--- config.mk ---
export PLATFORM = sky130hd
export DESIGN_NAME = cdpm_top
export DESIGN_NICKNAME = d
export VERILOG_FILES = /design/src/cdpm_pkg.sv /design/src/cdpm_pin_cell.sv /design/src/cdpm_top.sv
export SDC_FILE = /design/constraint.sdc
export NUM_CORES = 1
export LEC_CHECK = 0
export BUFFER_PORTS_ARGS = -buffer_cell sky130_fd_sc_hd__clkbuf_2
export CAP_MARGIN = 20
export CORE_UTILIZATION = 46
export DETAILED_ROUTE_END_ITERATION = 16
export GPL_TIMING_DRIVEN = 0
export MAX_ROUTING_LAYER = met4
export PLACE_DENSITY = 0.86
export SYNTH_ARGS = -nofsm -noshare
export SYNTH_HDL_FRONTEND = slang
export SYNTH_SLANG_ARGS = --single-unit
--- constraint.sdc ---
create_clock -name clk_in -period 1.75 [get_ports clk_in]
set_input_delay 0.35 -clock clk_in [delete_from_list [all_inputs] [get_ports clk_in]]
set_output_delay 0.35 -clock clk_in [all_outputs]
set_load 0.1 [all_outputs]
--- src/cdpm_pkg.sv ---
// constants and types for the port c/d pin function multiplexer
package cdpm_pkg;
	// pin indices inside the shared pin vector
	localparam int NPINS = 12;
	localparam int PIN_C12 = 0;
	localparam int PIN_C15 = 3;
	localparam int PIN_D4 = 4;
	localparam int PIN_D5 = 5;
	localparam int PIN_D7 = 7;
	localparam int PIN_TDI = 8;
	localparam int PIN_TDO = 9;
	localparam int PIN_TCK = 10;
	localparam int PIN_TMS = 11;
	// function select codes, two bits per pin
	localparam int FNW = 2;
	localparam logic [1:0] FN_GPIO = 2'h0;
	localparam logic [1:0] FN_ALT1 = 2'h1;
	localparam logic [1:0] FN_TEST = 2'h1;
	localparam logic [1:0] FN_ALT2 = 2'h2;
	// reset values: port pins general purpose, test pins in test function
	localparam logic [23:0] FUNC_RST = 24'h550000;
	localparam logic [11:0] DIR_RST = 12'h000;
	// instruction register of the test port
	localparam int IR_W = 4;
	localparam logic [3:0] IR_CAPTURE = 4'h1;
	localparam logic [3:0] IR_RST = 4'hF;
	typedef enum logic [3:0] {
		TAP_RESET, TAP_IDLE, TAP_SEL_DR, TAP_CAP_DR, TAP_SHIFT_DR,
		TAP_EXIT1_DR, TAP_PAUSE_DR, TAP_EXIT2_DR, TAP_UPD_DR,
		TAP_SEL_IR, TAP_CAP_IR, TAP_SHIFT_IR, TAP_EXIT1_IR,
		TAP_PAUSE_IR, TAP_EXIT2_IR, TAP_UPD_IR
	} cdpm_tap_t;
endpackage

--- src/cdpm_pin_cell.sv ---
// one pad driver: chooses between general purpose and alternate drive
`timescale 1ns/1ps
module cdpm_pin_cell
	import cdpm_pkg::*;
(
	input wire logic clk_in,
	input wire logic rstn_in,
	input wire logic [1:0] func_in,
	input wire logic dir_in,
	input wire logic gpio_data_in,
	input wire logic alt_drive_in,
	input wire logic alt_data_in,
	output logic pad_out,
	output logic pad_oe_n_out
);
	logic pad_nxt;
	logic oe_n_nxt;

	// driver choice; alternate functions disconnect the port driver
	always_comb
	begin
		if (func_in == FN_GPIO)
		begin
			pad_nxt = gpio_data_in;
			oe_n_nxt = ~dir_in;
		end
		else
		begin
			pad_nxt = alt_data_in;
			oe_n_nxt = ~alt_drive_in;
		end
	end

	// register the pad drive, released after reset
	always_ff @(posedge clk_in or negedge rstn_in)
	begin
		if (!rstn_in)
		begin
			pad_out <= 1'b0;
			pad_oe_n_out <= 1'b1;
		end
		else
		begin
			pad_out <= pad_nxt;
			pad_oe_n_out <= oe_n_nxt;
		end
	end
endmodule

--- src/cdpm_top.sv ---
// port c/d pin function multiplexer with test port pin timing
//
// Behaviour
// - each general purpose pin has own direction
// - upper port c pins reset to general purpose
// - port d pins four to seven reset general
// - crystal output pin can be external clock
// - test pins reset to test function
// - test data sampled on test clock rise
// - test output driven only shifting, falling edge
// - mode select sampled on test clock rise
// - test clock steps test logic; clock pin leaving test function resets it
`timescale 1ns/1ps
module cdpm_top
	import cdpm_pkg::*;
(
	input wire logic clk_in,
	input wire logic rstn_in,
	input wire logic cfg_load_in,
	input wire logic [23:0] func_sel_in,
	input wire logic [11:0] dir_sel_in,
	input wire logic [11:0] gpio_data_in,
	input wire logic [11:0] pad_in,
	output logic [11:0] pad_out,
	output logic [11:0] pad_oe_n_out,
	output logic [11:0] gpio_read_out,
	output logic [11:0] analog_en_out,
	output logic [23:0] func_out,
	output logic serial1_rx_data_out,
	output logic ext_clock_out,
	output logic [3:0] tap_ir_out,
	output logic tap_reset_out
);
	// config state
	logic [23:0] func_r, func_nxt;
	logic [11:0] dir_r, dir_nxt;
	logic loaded_r, loaded_nxt;
	logic [11:0] analog_r, analog_nxt;
	logic rx_r, rx_nxt;
	logic clk_sel_r, clk_sel_nxt;
	// pad synchronisers and stable values
	logic [11:0] s1_r, s2_r, s3_r, st_r, st_nxt;
	// test port state
	cdpm_tap_t tap_st_r, tap_st_nxt;
	logic [3:0] ir_r, ir_nxt, ir_sh_r, ir_sh_nxt;
	logic byp_r, byp_nxt, tap_rst_r, tap_rst_nxt;
	logic tdo_r, tdo_nxt, tdo_en_r, tdo_en_nxt;
	logic tap_on, tck_rise, tck_fall, tms_v, tdi_v;

	// function code of one pin
	function automatic logic [1:0] fn_of(input logic [23:0] v, input int i);
		fn_of = v[i*FNW +: FNW];
	endfunction

	// pin is connected to an analog switch
	function automatic logic is_analog(input logic [23:0] v, input int i);
		is_analog = (i <= PIN_D7) && (fn_of(v, i) == FN_ALT1);
	endfunction

	// next config: loaded on strobe, outputs derived from pins
	always_comb
	begin
		func_nxt = func_r;
		dir_nxt = dir_r;
		loaded_nxt = loaded_r | cfg_load_in;
		if (cfg_load_in)
		begin
			func_nxt = func_sel_in;
			dir_nxt = dir_sel_in;
		end
		for (int i = 0; i < NPINS; i++)
		begin
			analog_nxt[i] = is_analog(func_r, i);
		end
		rx_nxt = (fn_of(func_r, PIN_C12) == FN_ALT2) ? st_r[PIN_C12] : 1'b1;
		// external clock taken from crystal output pin
		clk_sel_nxt = (fn_of(func_r, PIN_D5) == FN_ALT2) & st_r[PIN_D5];
	end

	// config registers; reset gives general purpose ports, test pins
	always_ff @(posedge clk_in or negedge rstn_in)
	begin
		if (!rstn_in)
		begin
			func_r <= FUNC_RST;
			dir_r <= DIR_RST;
			loaded_r <= 1'b0;
			analog_r <= 12'h000;
			rx_r <= 1'b1;
			clk_sel_r <= 1'b0;
		end
		else
		begin
			func_r <= func_nxt;
			dir_r <= dir_nxt;
			loaded_r <= loaded_nxt;
			analog_r <= analog_nxt;
			rx_r <= rx_nxt;
			clk_sel_r <= clk_sel_nxt;
		end
	end

	// three stage pad sync; value accepted when stages two and three agree
	always_comb
	begin
		for (int i = 0; i < NPINS; i++)
		begin
			st_nxt[i] = (s2_r[i] == s3_r[i]) ? s3_r[i] : st_r[i];
		end
	end

	always_ff @(posedge clk_in or negedge rstn_in)
	begin
		if (!rstn_in)
		begin
			s1_r <= 12'h000;
			s2_r <= 12'h000;
			s3_r <= 12'h000;
			st_r <= 12'h000;
		end
		else
		begin
			s1_r <= pad_in;
			s2_r <= s1_r;
			s3_r <= s2_r;
			st_r <= st_nxt;
		end
	end

	// test clock edges step the test logic; outside test function it is held in reset
	assign tap_on = (fn_of(func_r, PIN_TCK) == FN_TEST);
	assign tck_rise = tap_on & s2_r[PIN_TCK] & s3_r[PIN_TCK] & ~st_r[PIN_TCK];
	assign tck_fall = tap_on & ~s2_r[PIN_TCK] & ~s3_r[PIN_TCK] & st_r[PIN_TCK];
	// pins taken for port use read as pulled high
	assign tms_v = (fn_of(func_r, PIN_TMS) == FN_TEST) ? st_r[PIN_TMS] : 1'b1;
	assign tdi_v = (fn_of(func_r, PIN_TDI) == FN_TEST) ? st_r[PIN_TDI] : 1'b1;

	// test port controller, shift paths and output timing
	always_comb
	begin
		tap_st_nxt = tap_st_r;
		ir_nxt = ir_r;
		ir_sh_nxt = ir_sh_r;
		byp_nxt = byp_r;
		tdo_nxt = tdo_r;
		tdo_en_nxt = tdo_en_r;
		if (!tap_on)
		begin
			tap_st_nxt = TAP_RESET;
			ir_nxt = IR_RST;
			tdo_en_nxt = 1'b0;
		end
		else if (tck_rise)
		begin
			case (tap_st_r)
				TAP_CAP_IR: ir_sh_nxt = IR_CAPTURE;
				TAP_SHIFT_IR: ir_sh_nxt = {tdi_v, ir_sh_r[IR_W-1:1]};
				TAP_UPD_IR: ir_nxt = ir_sh_r;
				TAP_CAP_DR: byp_nxt = 1'b0;
				TAP_SHIFT_DR: byp_nxt = tdi_v;
				TAP_RESET: ir_nxt = IR_RST;
				default: byp_nxt = byp_r;
			endcase
			case (tap_st_r)
				TAP_RESET: tap_st_nxt = tms_v ? TAP_RESET : TAP_IDLE;
				TAP_IDLE: tap_st_nxt = tms_v ? TAP_SEL_DR : TAP_IDLE;
				TAP_SEL_DR: tap_st_nxt = tms_v ? TAP_SEL_IR : TAP_CAP_DR;
				TAP_CAP_DR: tap_st_nxt = tms_v ? TAP_EXIT1_DR : TAP_SHIFT_DR;
				TAP_SHIFT_DR: tap_st_nxt = tms_v ? TAP_EXIT1_DR : TAP_SHIFT_DR;
				TAP_EXIT1_DR: tap_st_nxt = tms_v ? TAP_UPD_DR : TAP_PAUSE_DR;
				TAP_PAUSE_DR: tap_st_nxt = tms_v ? TAP_EXIT2_DR : TAP_PAUSE_DR;
				TAP_EXIT2_DR: tap_st_nxt = tms_v ? TAP_UPD_DR : TAP_SHIFT_DR;
				TAP_UPD_DR: tap_st_nxt = tms_v ? TAP_SEL_DR : TAP_IDLE;
				TAP_SEL_IR: tap_st_nxt = tms_v ? TAP_RESET : TAP_CAP_IR;
				TAP_CAP_IR: tap_st_nxt = tms_v ? TAP_EXIT1_IR : TAP_SHIFT_IR;
				TAP_SHIFT_IR: tap_st_nxt = tms_v ? TAP_EXIT1_IR : TAP_SHIFT_IR;
				TAP_EXIT1_IR: tap_st_nxt = tms_v ? TAP_UPD_IR : TAP_PAUSE_IR;
				TAP_PAUSE_IR: tap_st_nxt = tms_v ? TAP_EXIT2_IR : TAP_PAUSE_IR;
				TAP_EXIT2_IR: tap_st_nxt = tms_v ? TAP_UPD_IR : TAP_SHIFT_IR;
				TAP_UPD_IR: tap_st_nxt = tms_v ? TAP_SEL_DR : TAP_IDLE;
				default: tap_st_nxt = TAP_RESET;
			endcase
		end
		else if (tck_fall)
		begin
			// output and its enable change on the falling edge
			tdo_en_nxt = (tap_st_r == TAP_SHIFT_IR)
				|| (tap_st_r == TAP_SHIFT_DR);
			tdo_nxt = (tap_st_r == TAP_SHIFT_IR) ? ir_sh_r[0] : byp_r;
		end
		// reset state flag kept in a flop for the status output
		tap_rst_nxt = (tap_st_nxt == TAP_RESET);
	end

	always_ff @(posedge clk_in or negedge rstn_in)
	begin
		if (!rstn_in)
		begin
			tap_st_r <= TAP_RESET;
			tap_rst_r <= 1'b1;
			ir_r <= IR_RST;
			ir_sh_r <= IR_RST;
			byp_r <= 1'b0;
			tdo_r <= 1'b0;
			tdo_en_r <= 1'b0;
		end
		else
		begin
			tap_st_r <= tap_st_nxt;
			tap_rst_r <= tap_rst_nxt;
			ir_r <= ir_nxt;
			ir_sh_r <= ir_sh_nxt;
			byp_r <= byp_nxt;
			tdo_r <= tdo_nxt;
			tdo_en_r <= tdo_en_nxt;
		end
	end

	// pad drivers, one per pin; only test output has a digital alternate
	for (genvar g = 0; g < NPINS; g++)
	begin : g_cell
		cdpm_pin_cell u_cell (
			.clk_in(clk_in),
			.rstn_in(rstn_in),
			.func_in(func_r[g*FNW +: FNW]),
			.dir_in(dir_r[g]),
			.gpio_data_in(gpio_data_in[g]),
			.alt_drive_in((g == PIN_TDO) ? tdo_en_r : 1'b0),
			.alt_data_in((g == PIN_TDO) ? tdo_r : 1'b0),
			.pad_out(pad_out[g]),
			.pad_oe_n_out(pad_oe_n_out[g])
		);
	end

	assign gpio_read_out = st_r;
	assign analog_en_out = analog_r;
	assign func_out = func_r;
	assign serial1_rx_data_out = rx_r;
	assign ext_clock_out = clk_sel_r;
	assign tap_ir_out = ir_r;
	assign tap_reset_out = tap_rst_r;

	for (genvar a = 0; a < NPINS; a++)
	begin : g_ast

		if (a <= PIN_D7)
		begin : g_alt

		end
	end
endmodule

==> results of run 1 <==
==> report_power, final <==
part           internal, mW  total, mW  leakage [nW]  switching, mW
clock                  2.08       3.41         0.276           1.33
sequential             3.35       3.49          1.58          0.139
combinational         0.441       1.85          1.39           1.41
==> through the flow <==
step / worst slack, ns / hold slack [ns]
after floorplan: -0.2120 / 0.05441
after global placement: -2.027 / 0.3317
after detailed placement: -0.2183 / 0.2921
after CTS: -0.1356 / 0.03626
after global routing: -0.2272 / 0.03190
final: -0.1520 / 0.05920
==> repair_timing <==
item | 4_1_cts | 5_1_grt
pin swaps | 0 | 2
buffers inserted | 1 | 2
gates resized for setup | 47 | 43
setup endpoints to repair | 34 | 39
hold buffers | 13 | 0
hold endpoints to repair | 40 | 0
==> state kept, by name, indices dropped and copies added, names as in the netlist, 4 cells and up <==
| name | cells |
|---|---|
| tap_st_r | 4 |
| tap_ir_out | 4 |
| g_cell.u_cell.pad_out | 12 |
| s2_r | 12 |
| func_out | 24 |
| s3_r | 12 |
| g_cell.u_cell.pad_oe_n_out | 12 |
| ir_sh_r | 4 |
| gpio_read_out | 12 |
| analog_en_out | 8 |
| dir_r | 12 |
| s1_r | 12 |
==> cells by family (layout without fill, tap and decap cells) <==
| family | after synthesis | in the layout | share of synthesized area |
|---|---|---|---|
| flip-flops | 134 | 134 | 0.6802 |
| AND/OR/NAND/NOR | 89 | 89 | 0.09527 |
| multiplexers | 44 | 44 | 0.09829 |
| buffers and inverters | 42 | 226 | 0.05555 |
| AO/OA/AOI/OAI | 31 | 31 | 0.04248 |
| adder cells (fa/ha/maj) | 12 | 12 | 0.02413 |
| other | 1 | 4 | 0.0007534 |
| XOR/XNOR | 1 | 1 | 0.003269 |
==> cell type report <==
cell class / count / area (µm²)
Fill cell: 759 / 3536
Sequential cell: 134 / 3401
Multi-Input combinational cell: 181 / 1395
Timing Repair Buffer: 153 / 1060
Clock buffer: 18 / 427.9
Buffer: 37 / 260.3
Tap cell: 136 / 170.2
Clock inverter: 13 / 147.6
Inverter: 5 / 18.77
==> path summary, 6_finish.rpt <==
check,slack (ns),cells past startpoint,end,start
worst max register to register,-0.15,5,tap_st_r[0],func_out[22]
worst max-delay path,-0.15,5,tap_st_r[0],func_out[22]
worst min-delay path,0.06,2,g_cell[3].u_cell.pad_out,gpio_data_in[3]
max in group asynchronous,0.63,3,g_cell[3].u_cell.pad_oe_n_out,rstn_in
worst min register to register,0.35,0,s2_r[1],s1_r[1]
min in group asynchronous,0.34,2,s2_r[9],rstn_in
==> placed cells by master (no fill, tap or decap), types with 3 or more instances in the layout <==
master | Yosys | layout
a21oi_1 | 5 | 5
and2_1 | 11 | 11
buf_2 | 1 | 22
buf_4 | 29 | 35
clkbuf_1 | 5 | 5
clkbuf_16 | 0 | 17
clkbuf_2 | 1 | 78
clkbuf_4 | 0 | 20
clkbuf_8 | 0 | 15
clkinvlp_4 | 0 | 3
conb_1 | 1 | 4
dfrtp_1 | 108 | 104
dfrtp_2 | 0 | 3
dfstp_2 | 26 | 24
dlygate4sd3_1 | 0 | 13
inv_1 | 5 | 5
inv_6 | 0 | 3
maj3_1 | 12 | 12
mux2_2 | 37 | 37
mux2i_1 | 5 | 5
nand2_1 | 19 | 18
nand3_1 | 3 | 3
nor2_1 | 25 | 24
nor2b_1 | 11 | 10
nor3_1 | 3 | 3
nor3b_1 | 3 | 3
o21ai_0 | 5 | 5
o31ai_1 | 4 | 3
==> per-layer routing <==
| metal | vias up | wire length (µm) |
|---|---|---|
| met5 | - | 0 |
| met4 | 0 | 182 |
| met3 | 18 | 551 |
| met2 | 140 | 5460 |
| met1 | 1612 | 4223 |
| li1 | 1521 | - |
==> worst max-delay path: stages (launching register included) <==
cell and delay (ns):
dfstp_4 0.64, or3b_4 0.41, buf_4 0.17, or3_4 0.35, o311ai_4 0.11, buf_4 0.16
==> run metrics, run 1 <==
outcome complete, but fails checks; failing checks negative setup slack; via count 3291; initial antenna violation count 0; Fin Clk Skew 0.006952 ns; register area share after synthesis 0.6802; top cell type's share of synthesized area 0.5430; Post-Syn Area 4977 µm²; CTS Buffer Depth 2; Synth Flop Type dfrtp_1; period utilisation layout 1.087; Max FO, Critical Path 6; clk sinks 134; Area Growth Syn to Fin 38.24%; setup TNS -0.4593 ns; clk_lat worst skew 0.49 ns; GPL Wtd Cong 1.001; Setup WS post-layout -0.1520 ns; Worst-Margin Slew 0.7701 ns; cell with the most instances after synthesis dfrtp_1; yosys synthesis warning count 0; # port buffers 136; M2 GR Usage 0.3324; Distinct cells, synth 46; via-per-instance ratio 4.861; diode count 0; Startpoint Class flip-flop; top post-synthesis cells by area dfrtp_1, dfstp_2, mux2_2, buf_4, maj3_1; Post-Synthesis Cells 354; global-route wire length before repair 16680 µm; Seq cells post-synth 134; die height 106.0 µm; Die ar. 11240 µm²; Final Hold Fails 0; routed len/inst 15.39 µm; detailed placer's ending HPWL 6923 µm; initial core utilization 0.4778; syn avg cell area 14.06 µm²; TritonCTS Buffers 17; Detailed Route WL 10420 µm; Setup CP Type reg2reg; Post-synth ARST share 1.000; GRT busiest layer met2; Slew Limit Headroom 0.4866; Hold Path Class in2reg; utilization after layout 0.6605; post-route cell area 6880 µm²; min Tclk post-route 1.902 ns; static leakage 3.242 nW; initial drt markers 191; post-synth top area cell dfrtp_1; Cells after DPL 630; Layout Nets 592; I/O pin total 142; RSZ-0062 raised after global routing true; Slew Viols, Final 0; # setup viols final 4; Design Power 8.745 mW; critical path arrival 2.33 ns; Max-cap violations 0; Worst EP required 2.18 ns; Antenna Nets Post-Route 0; H-tree depth 4; DRC violations left 0; pin count of the biggest net entering global routing 94; gr usage total 0.2011; EDFF count, synth 0; Overflow after GRT 0; row cnt 37; Core Box Area 10420 µm²; CTS Root Cell clkbuf_8; maximum VDD drop 1.082 mV; clk slew on worst S/H paths 0.06 ns; layout cell share with drive strength beyond 1 0.5305; placed inst area 5922 µm²; synth cell count leaders dfrtp_1, mux2_2, buf_4; CTS tree done; maximum clock frequency 525.8 MHz; DRT Pass-1 Iters 4; Post-Layout Cell Count 677; CP Capture Type flip-flop; grt met3 use 0.05702; pwr dens 1271 nW/µm²; vias in the first global route 3429; grt met1 use 0.2351; Die W 106.0 µm
No activity file was read; power rests on OpenSTA's default activity.
==> inputs of run 2 (changes only) <==
ABC_AREA = 1   (was not set)
==> run metrics, run 2 <==
outcome complete, no violations; highest-count cells in the layout ignoring fill and taps dfrtp_1, clkbuf_2, nand2_1, nor2_1, inv_1; static leakage 3.443 nW (+6.2%); initial drt markers 176 (-7.9%); Area Growth Syn to Fin 37.91%; Max-cap violations 0 (unchanged); top cell type's share of synthesized area 0.5423 (-0.0006816); maximum clock frequency 585.5 MHz (+11%); global-route wire length before repair 17450 µm (+4.6%); Core Box Area 10420 µm² (unchanged); detailed placer's ending HPWL 7264 µm (+4.9%); diode count 0 (unchanged); Post-Syn Area 4984 µm² (+0.13%); routed len/inst 14.00 µm (-9.0%); initial core utilization 0.4784 (+0.0006006); RSZ-0062 raised after global routing true; syn avg cell area 11.33 µm² (-19%); Sequential Area 3392 µm² (-0.26%); Setup WS post-layout 0.04199 ns (+0.1940 ns); synth cell count leaders dfrtp_1, nand2_1, inv_1; Setup crit end pad_out[5]; Final Hold Fails 0 (unchanged); RR Endpoint tap_reset_out; EDFF count, synth 0 (unchanged); Fin Clk Skew 0.005519 ns (-0.001433 ns); Antenna Nets Post-Route 0 (unchanged); Setup CP Type reg2out; utilization after layout 0.6598 (-0.0007210); multi-input logic area 1247 µm² (-11%); Cells after DPL 716 (+14%); # setup viols final 0 (-4); CP Cell Sequence buf_4 > clkbuf_2; initial antenna violation count 0 (unchanged); CP max-delay cell clkbuf_2; register area share after synthesis 0.6794 (-0.0008539); # port buffers 136 (unchanged); CTS tree done; clk sinks 134 (unchanged); Post-Layout Cell Count 765 (+13%); GPL Wtd Cong 0.8624 (-14%); gr usage total 0.2097 (+0.008577); maximum VDD drop 0.8679 mV (-20%); period utilisation layout 0.9760 (-0.1109); die height 106.1 µm (about the same); pin count of the biggest net entering global routing 72 (-23%); min Tclk post-route 1.708 ns (-0.1940 ns); Post-synth ARST share 1.000 (unchanged); yosys synthesis warning count 0 (unchanged); R2R depth 9 (+4); CTS Root Cell clkbuf_8; worst r2r src func_out[20]; Detailed Route WL 10710 µm (+2.8%); Startpoint Class flip-flop; Post-Synthesis Cells 440 (+24%); Seq cells post-synth 134 (unchanged); vias in the first global route 3706 (+8.1%); pwr dens 1300 nW/µm² (+2.2%); DRC violations left 0 (unchanged); pre-CTS setup slack 0.07978 ns (+0.2981 ns); layout cell share with drive strength beyond 1 0.4181 (-0.1124); TritonCTS Buffers 17 (unchanged); Worst-Margin Slew 0.5760 ns (-0.1941 ns); I/O pin total 142 (unchanged); Slew Limit Headroom 0.6160 (+0.1294); cell with the most instances after synthesis dfrtp_1; Die ar. 11250 µm² (+0.12%); Hold Path Class in2reg; DRT Pass-1 Iters 4 (unchanged); placed inst area 5888 µm² (-0.57%); Distinct cells, synth 25 (-46%); max reg flops 24 (unchanged); post-synth top area cell dfrtp_1; H-tree depth 4 (unchanged); critical path arrival 1.36 ns (-0.97 ns); top post-synthesis cells by area dfrtp_1, dfstp_2, nand2_1, buf_4, o21ai_0; crit path launch g_cell[5].u_cell.pad_out; clk_lat worst skew 0.50 ns (about the same); # fillers 789 (+4.0%); via count 3623 (+10%); row cnt 37 (unchanged); CP Capture Type output pin; CTS Buffer Depth 2 (unchanged); Layout Nets 679 (+15%); via-per-instance ratio 4.736 (-2.6%); Slew Viols, Final 0 (unchanged); Design Power 8.931 mW (+2.1%); Synth Flop Type dfrtp_1; post-route cell area 6873 µm² (-0.11%); Overflow after GRT 0 (unchanged); reg2reg setup slack 0.07 ns (+0.22 ns); Max FO, Critical Path 1 (-5); clk slew on worst S/H paths 0.06 ns (about the same); Die W 106.1 µm (about the same); CP max stage delay 0.44 ns (-0.20 ns); Worst EP required 1.40 ns (-0.78 ns); commonest non-fill, non-tap cell in the layout dfrtp_1
run 2: logic make-up (layout without fill, tap and decap cells):
group | Yosys count | in the layout | share of synthesized area
compound gates | 43 | 43 | 0.04394
fa+ha+maj | 11 | 11 | 0.02209
buf+inv | 77 | 263 | 0.08084
flops | 134 | 134 | 0.6794
mux | 14 | 14 | 0.03163
other cells | 1 | 4 | 0.0007525
simple gates | 160 | 160 | 0.1413
run 2: area by class of cell:
class / instances / share of cell area
plain buffers: 35 / 0.03568
repair buffers: 154 / 0.1551
well taps: 136 / 0.02476
multi-input cells: 232 / 0.1815
inverters: 42 / 0.02330
clock inverters: 15 / 0.02585
clock buffers: 17 / 0.06026
flip-flops and latches: 134 / 0.4935
run 2: how the worst min path moves through the flow:
stage                               start                to  slack, ns  cells after the start
after floorplan                   rstn_in  analog_en_out[0]       0.05                      0
after global placement            s1_r[4]           s2_r[4]       0.33                      0
after detailed placement          s1_r[2]           s2_r[2]       0.34                      0
after CTS                 func_sel_in[14]      func_out[14]       0.03                      3
after global routing      func_sel_in[20]      func_out[20]       0.05                      3
final                     func_sel_in[14]      func_out[14]       0.06                      3
run 2: power by group:
group          internal (mW)  switching [mW]
sequential              3.36           0.131
clock                   2.17            1.34
combinational          0.423            1.50
total                   5.95            2.98
run 2: repair_timing:
| action | in CTS | in global routing |
|---|---|---|
| pin swaps | 0 | 7 |
| endpoints found under the hold margin | 61 | 0 |
| setup buffers | 0 | 4 |
| gates resized for setup | 51 | 31 |
| setup endpoints to repair | 35 | 24 |
| hold buffers | 13 | 0 |
run 2: critical path: cells and delay by family, from the launching register on:
kind / cells / cell delay [ns]
buf+inv: 2 / 0.53
flops: 1 / 0.32
run 2: per-stage QoR:
step	TNS [ns]	hold slack, ns
after global placement	-191.67	0.3324
after CTS	-0.003737	0.03077
after detailed placement	0	0.3362
after global routing	-0.1151	0.05313
final	0	0.05642
after floorplan	0	0.05441
run 2: layer usage:
metal	wire (µm)	global-route usage	up-vias
li1	-	-	1729
met1	4631	0.2606	1752
met2	5423	0.3408	126
met3	501	0.04353	16
met4	152	0.07738	0
met5	0	-	-
==> inputs of run 3 (changes only) <==
CAP_MARGIN = not set   (was 20)
CORE_UTILIZATION = 51   (was 46)
PLACE_DENSITY = 0.9   (was 0.86)
clock period = 1.6 ns   (was 1.75 ns; I/O delays follow)
==> run metrics, run 3 (same netlist as run 2, synthesis figures left out) <==
outcome complete, but fails checks; failing checks negative setup slack; Core Box Area 9371 µm² (-10%); Worst EP required 1.28 ns (-0.12 ns); initial core utilization 0.5318 (+0.05334); pre-CTS setup slack -0.07978 ns (-0.1596 ns); Final Hold Fails 0 (unchanged); Slew Limit Headroom 0.6043 (-0.01169); initial antenna violation count 0 (unchanged); period utilisation layout 1.056; Setup WS post-layout -0.08943 ns (-0.1314 ns); CTS Buffer Depth 2 (unchanged); layout cell share with drive strength beyond 1 0.4019 (-0.01619); Slew Viols, Final 0 (unchanged); DRT Pass-1 Iters 7 (+3); Post-Layout Cell Count 751 (-1.8%); commonest non-fill, non-tap cell in the layout dfrtp_1; P_sw 3.364 mW (+13%); H-tree depth 4 (unchanged); Hold Crit Depth 3 (unchanged); static leakage 3.633 nW (+5.5%); CP max-delay cell dfstp_4; via count 3740 (+3.2%); Sw Ratio 0.3269 (-0.006437); CTS tree done; pin count of the biggest net entering global routing 121 (+68%); I/O pin total 142 (unchanged); clock share of power 0.398 (+0.004); Worst path top cell family by delay flip-flops; diode count 0 (unchanged); Reg power frac 0.376 (-0.015); DRC violations left 0 (unchanged); detailed placer's ending HPWL 7317 µm (+0.73%); global-route wire length before repair 20120 µm (+15%); Fin Clk Skew 0.01061 ns (+0.005093 ns); highest-count cells in the layout ignoring fill and taps dfrtp_1, nand2_1, clkbuf_2, inv_1, clkbuf_16; CP max stage delay 0.65 ns (+0.21 ns); Worst Path Buf+Inv 1 (-1); Die W 100.9 µm (-4.9%); via-per-instance ratio 4.980 (+5.2%); clk_lat worst skew 0.52 ns (+0.02 ns); Comb power frac 0.226 (+0.011); clk slew on worst S/H paths 0.06 ns (about the same); CP Cell Sequence clkbuf_16; Die ar. 10170 µm² (-9.6%); GPL Wtd Cong 0.8567 (-0.66%); # port buffers 136 (unchanged); Detailed Route WL 12560 µm (+17%); die height 100.9 µm (-4.9%); CTS Root Cell clkbuf_8; initial drt markers 141 (-20%); utilization after layout 0.7848 (+0.1250); Stages on worst setup path 1 (-1); # setup viols final 4 (+4); Layout Nets 672 (-1.0%); Overflow after GRT 0 (unchanged); maximum VDD drop 1.130 mV (+30%); worst hold slack 0.02230 ns (-0.03412 ns); vias in the first global route 4126 (+11%); Hold Path Class in2reg; Setup CP Type reg2out; Antenna Nets Post-Route 0 (unchanged); pwr dens 1399 nW/µm² (+7.7%); gr usage total 0.2782 (+0.06858); Max FO, Critical Path 3 (+2); Area Growth Syn to Fin 47.58%; Startpoint Class flip-flop; maximum clock frequency 591.9 MHz; min Tclk post-route 1.689 ns; Cells after DPL 709 (-0.98%); RSZ-0062 raised after global routing true; R2R depth 9 (unchanged); max reg flops 24 (unchanged); TritonCTS Buffers 17 (unchanged); Max-cap violations 0 (unchanged); cell-internal power 6.925 mW (+16%); critical path arrival 1.37 ns (about the same); routed len/inst 16.72 µm (+19%); row cnt 35 (-5.4%); Worst-Margin Slew 0.5935 ns (+0.01753 ns); CP Capture Type output pin; clk sinks 134 (unchanged)
==> run 3: cell types whose count changed in the layout (fill, tap and decap cells not counted), sizes merged <==
cell         delta
bufinv          +1
dlygate4sd3     +5
clkinv          -1
buf            -10
inv             +2
clkinvlp        -3
clkbuf          -1
==> run 3: cell type report <==
cell class	count	area, µm²
clock inverters	14	197.7
clock buffers	18	427.9
plain buffers	23	155.1
flip-flops and latches	134	3398
well taps	129	161.4
fillers	570	2017
multi-input cells	232	1234
repair buffers	159	1620
inverters	42	160.2
==> run 3: through the flow <==
| stage | total power [mW] | setup TNS, ns | area (µm²) |
|---|---|---|---|
| 3_5_place_dp | 5.860 | -0.1889 | 5897 |
| 2_1_floorplan | 5.443 | -0.3975 | 5019 |
| 5_1_grt | 10.60 | -1.187 | 7355 |
| 6_report | 10.29 | -0.1766 | 7355 |
| 4_1_cts | 10.28 | -0.2894 | 7326 |
| 3_3_place_gp | 5.805 | -203.51 | 5861 |
==> run 3: tightest hold or removal path: cells and delay by family <==
family / cells / cell delay (ns)
buffers and inverters: 1 / 0.08
AOI/OAI and AO/OA: 1 / 0.06
and+or+nand+nor: 1 / 0.04
==> run 3: per-layer routing <==
layer	wire length [µm]	GRT usage	up-vias	share of wire
met5	0	-	-	0
met4	286	0.1260	0	0.023
met3	745	0.07836	33	0.059
met2	6749	0.4821	156	0.54
met1	4774	0.2962	1843	0.38
li1	-	-	1708	-
==> run 3: worst paths after layout <==
kind,startpoint,endpoint,slack [ns]
worst max-delay path,func_out[20],func_out[20],-0.09
worst min-delay path,func_sel_in[14],func_out[14],0.02
worst max register to register,func_out[22],tap_reset_out,0
worst min register to register,s1_r[10],s2_r[10],0.35
max in group asynchronous,rstn_in,func_out[23],0.55
min in group asynchronous,rstn_in,s3_r[4],0.21
==> run 3: timing repair <==
action	in CTS	in global routing
pin swaps	2	0
gates resized for setup	140	27
hold buffers	18	0
endpoints found under the setup margin	86	48
endpoints found under the hold margin	31	0
buffers inserted	3	1
==> run 3: power by group through the flow <==
stage               Combinational, mW  Clock (mW)  Sequential, mW
detailed placement               1.98           0            3.88
finish                           2.33        4.09            3.87
floorplan                       0.714           0            4.73
global placement                 1.94           0            3.86
global route                     2.41        4.30            3.89
CTS                              2.29        4.13            3.85
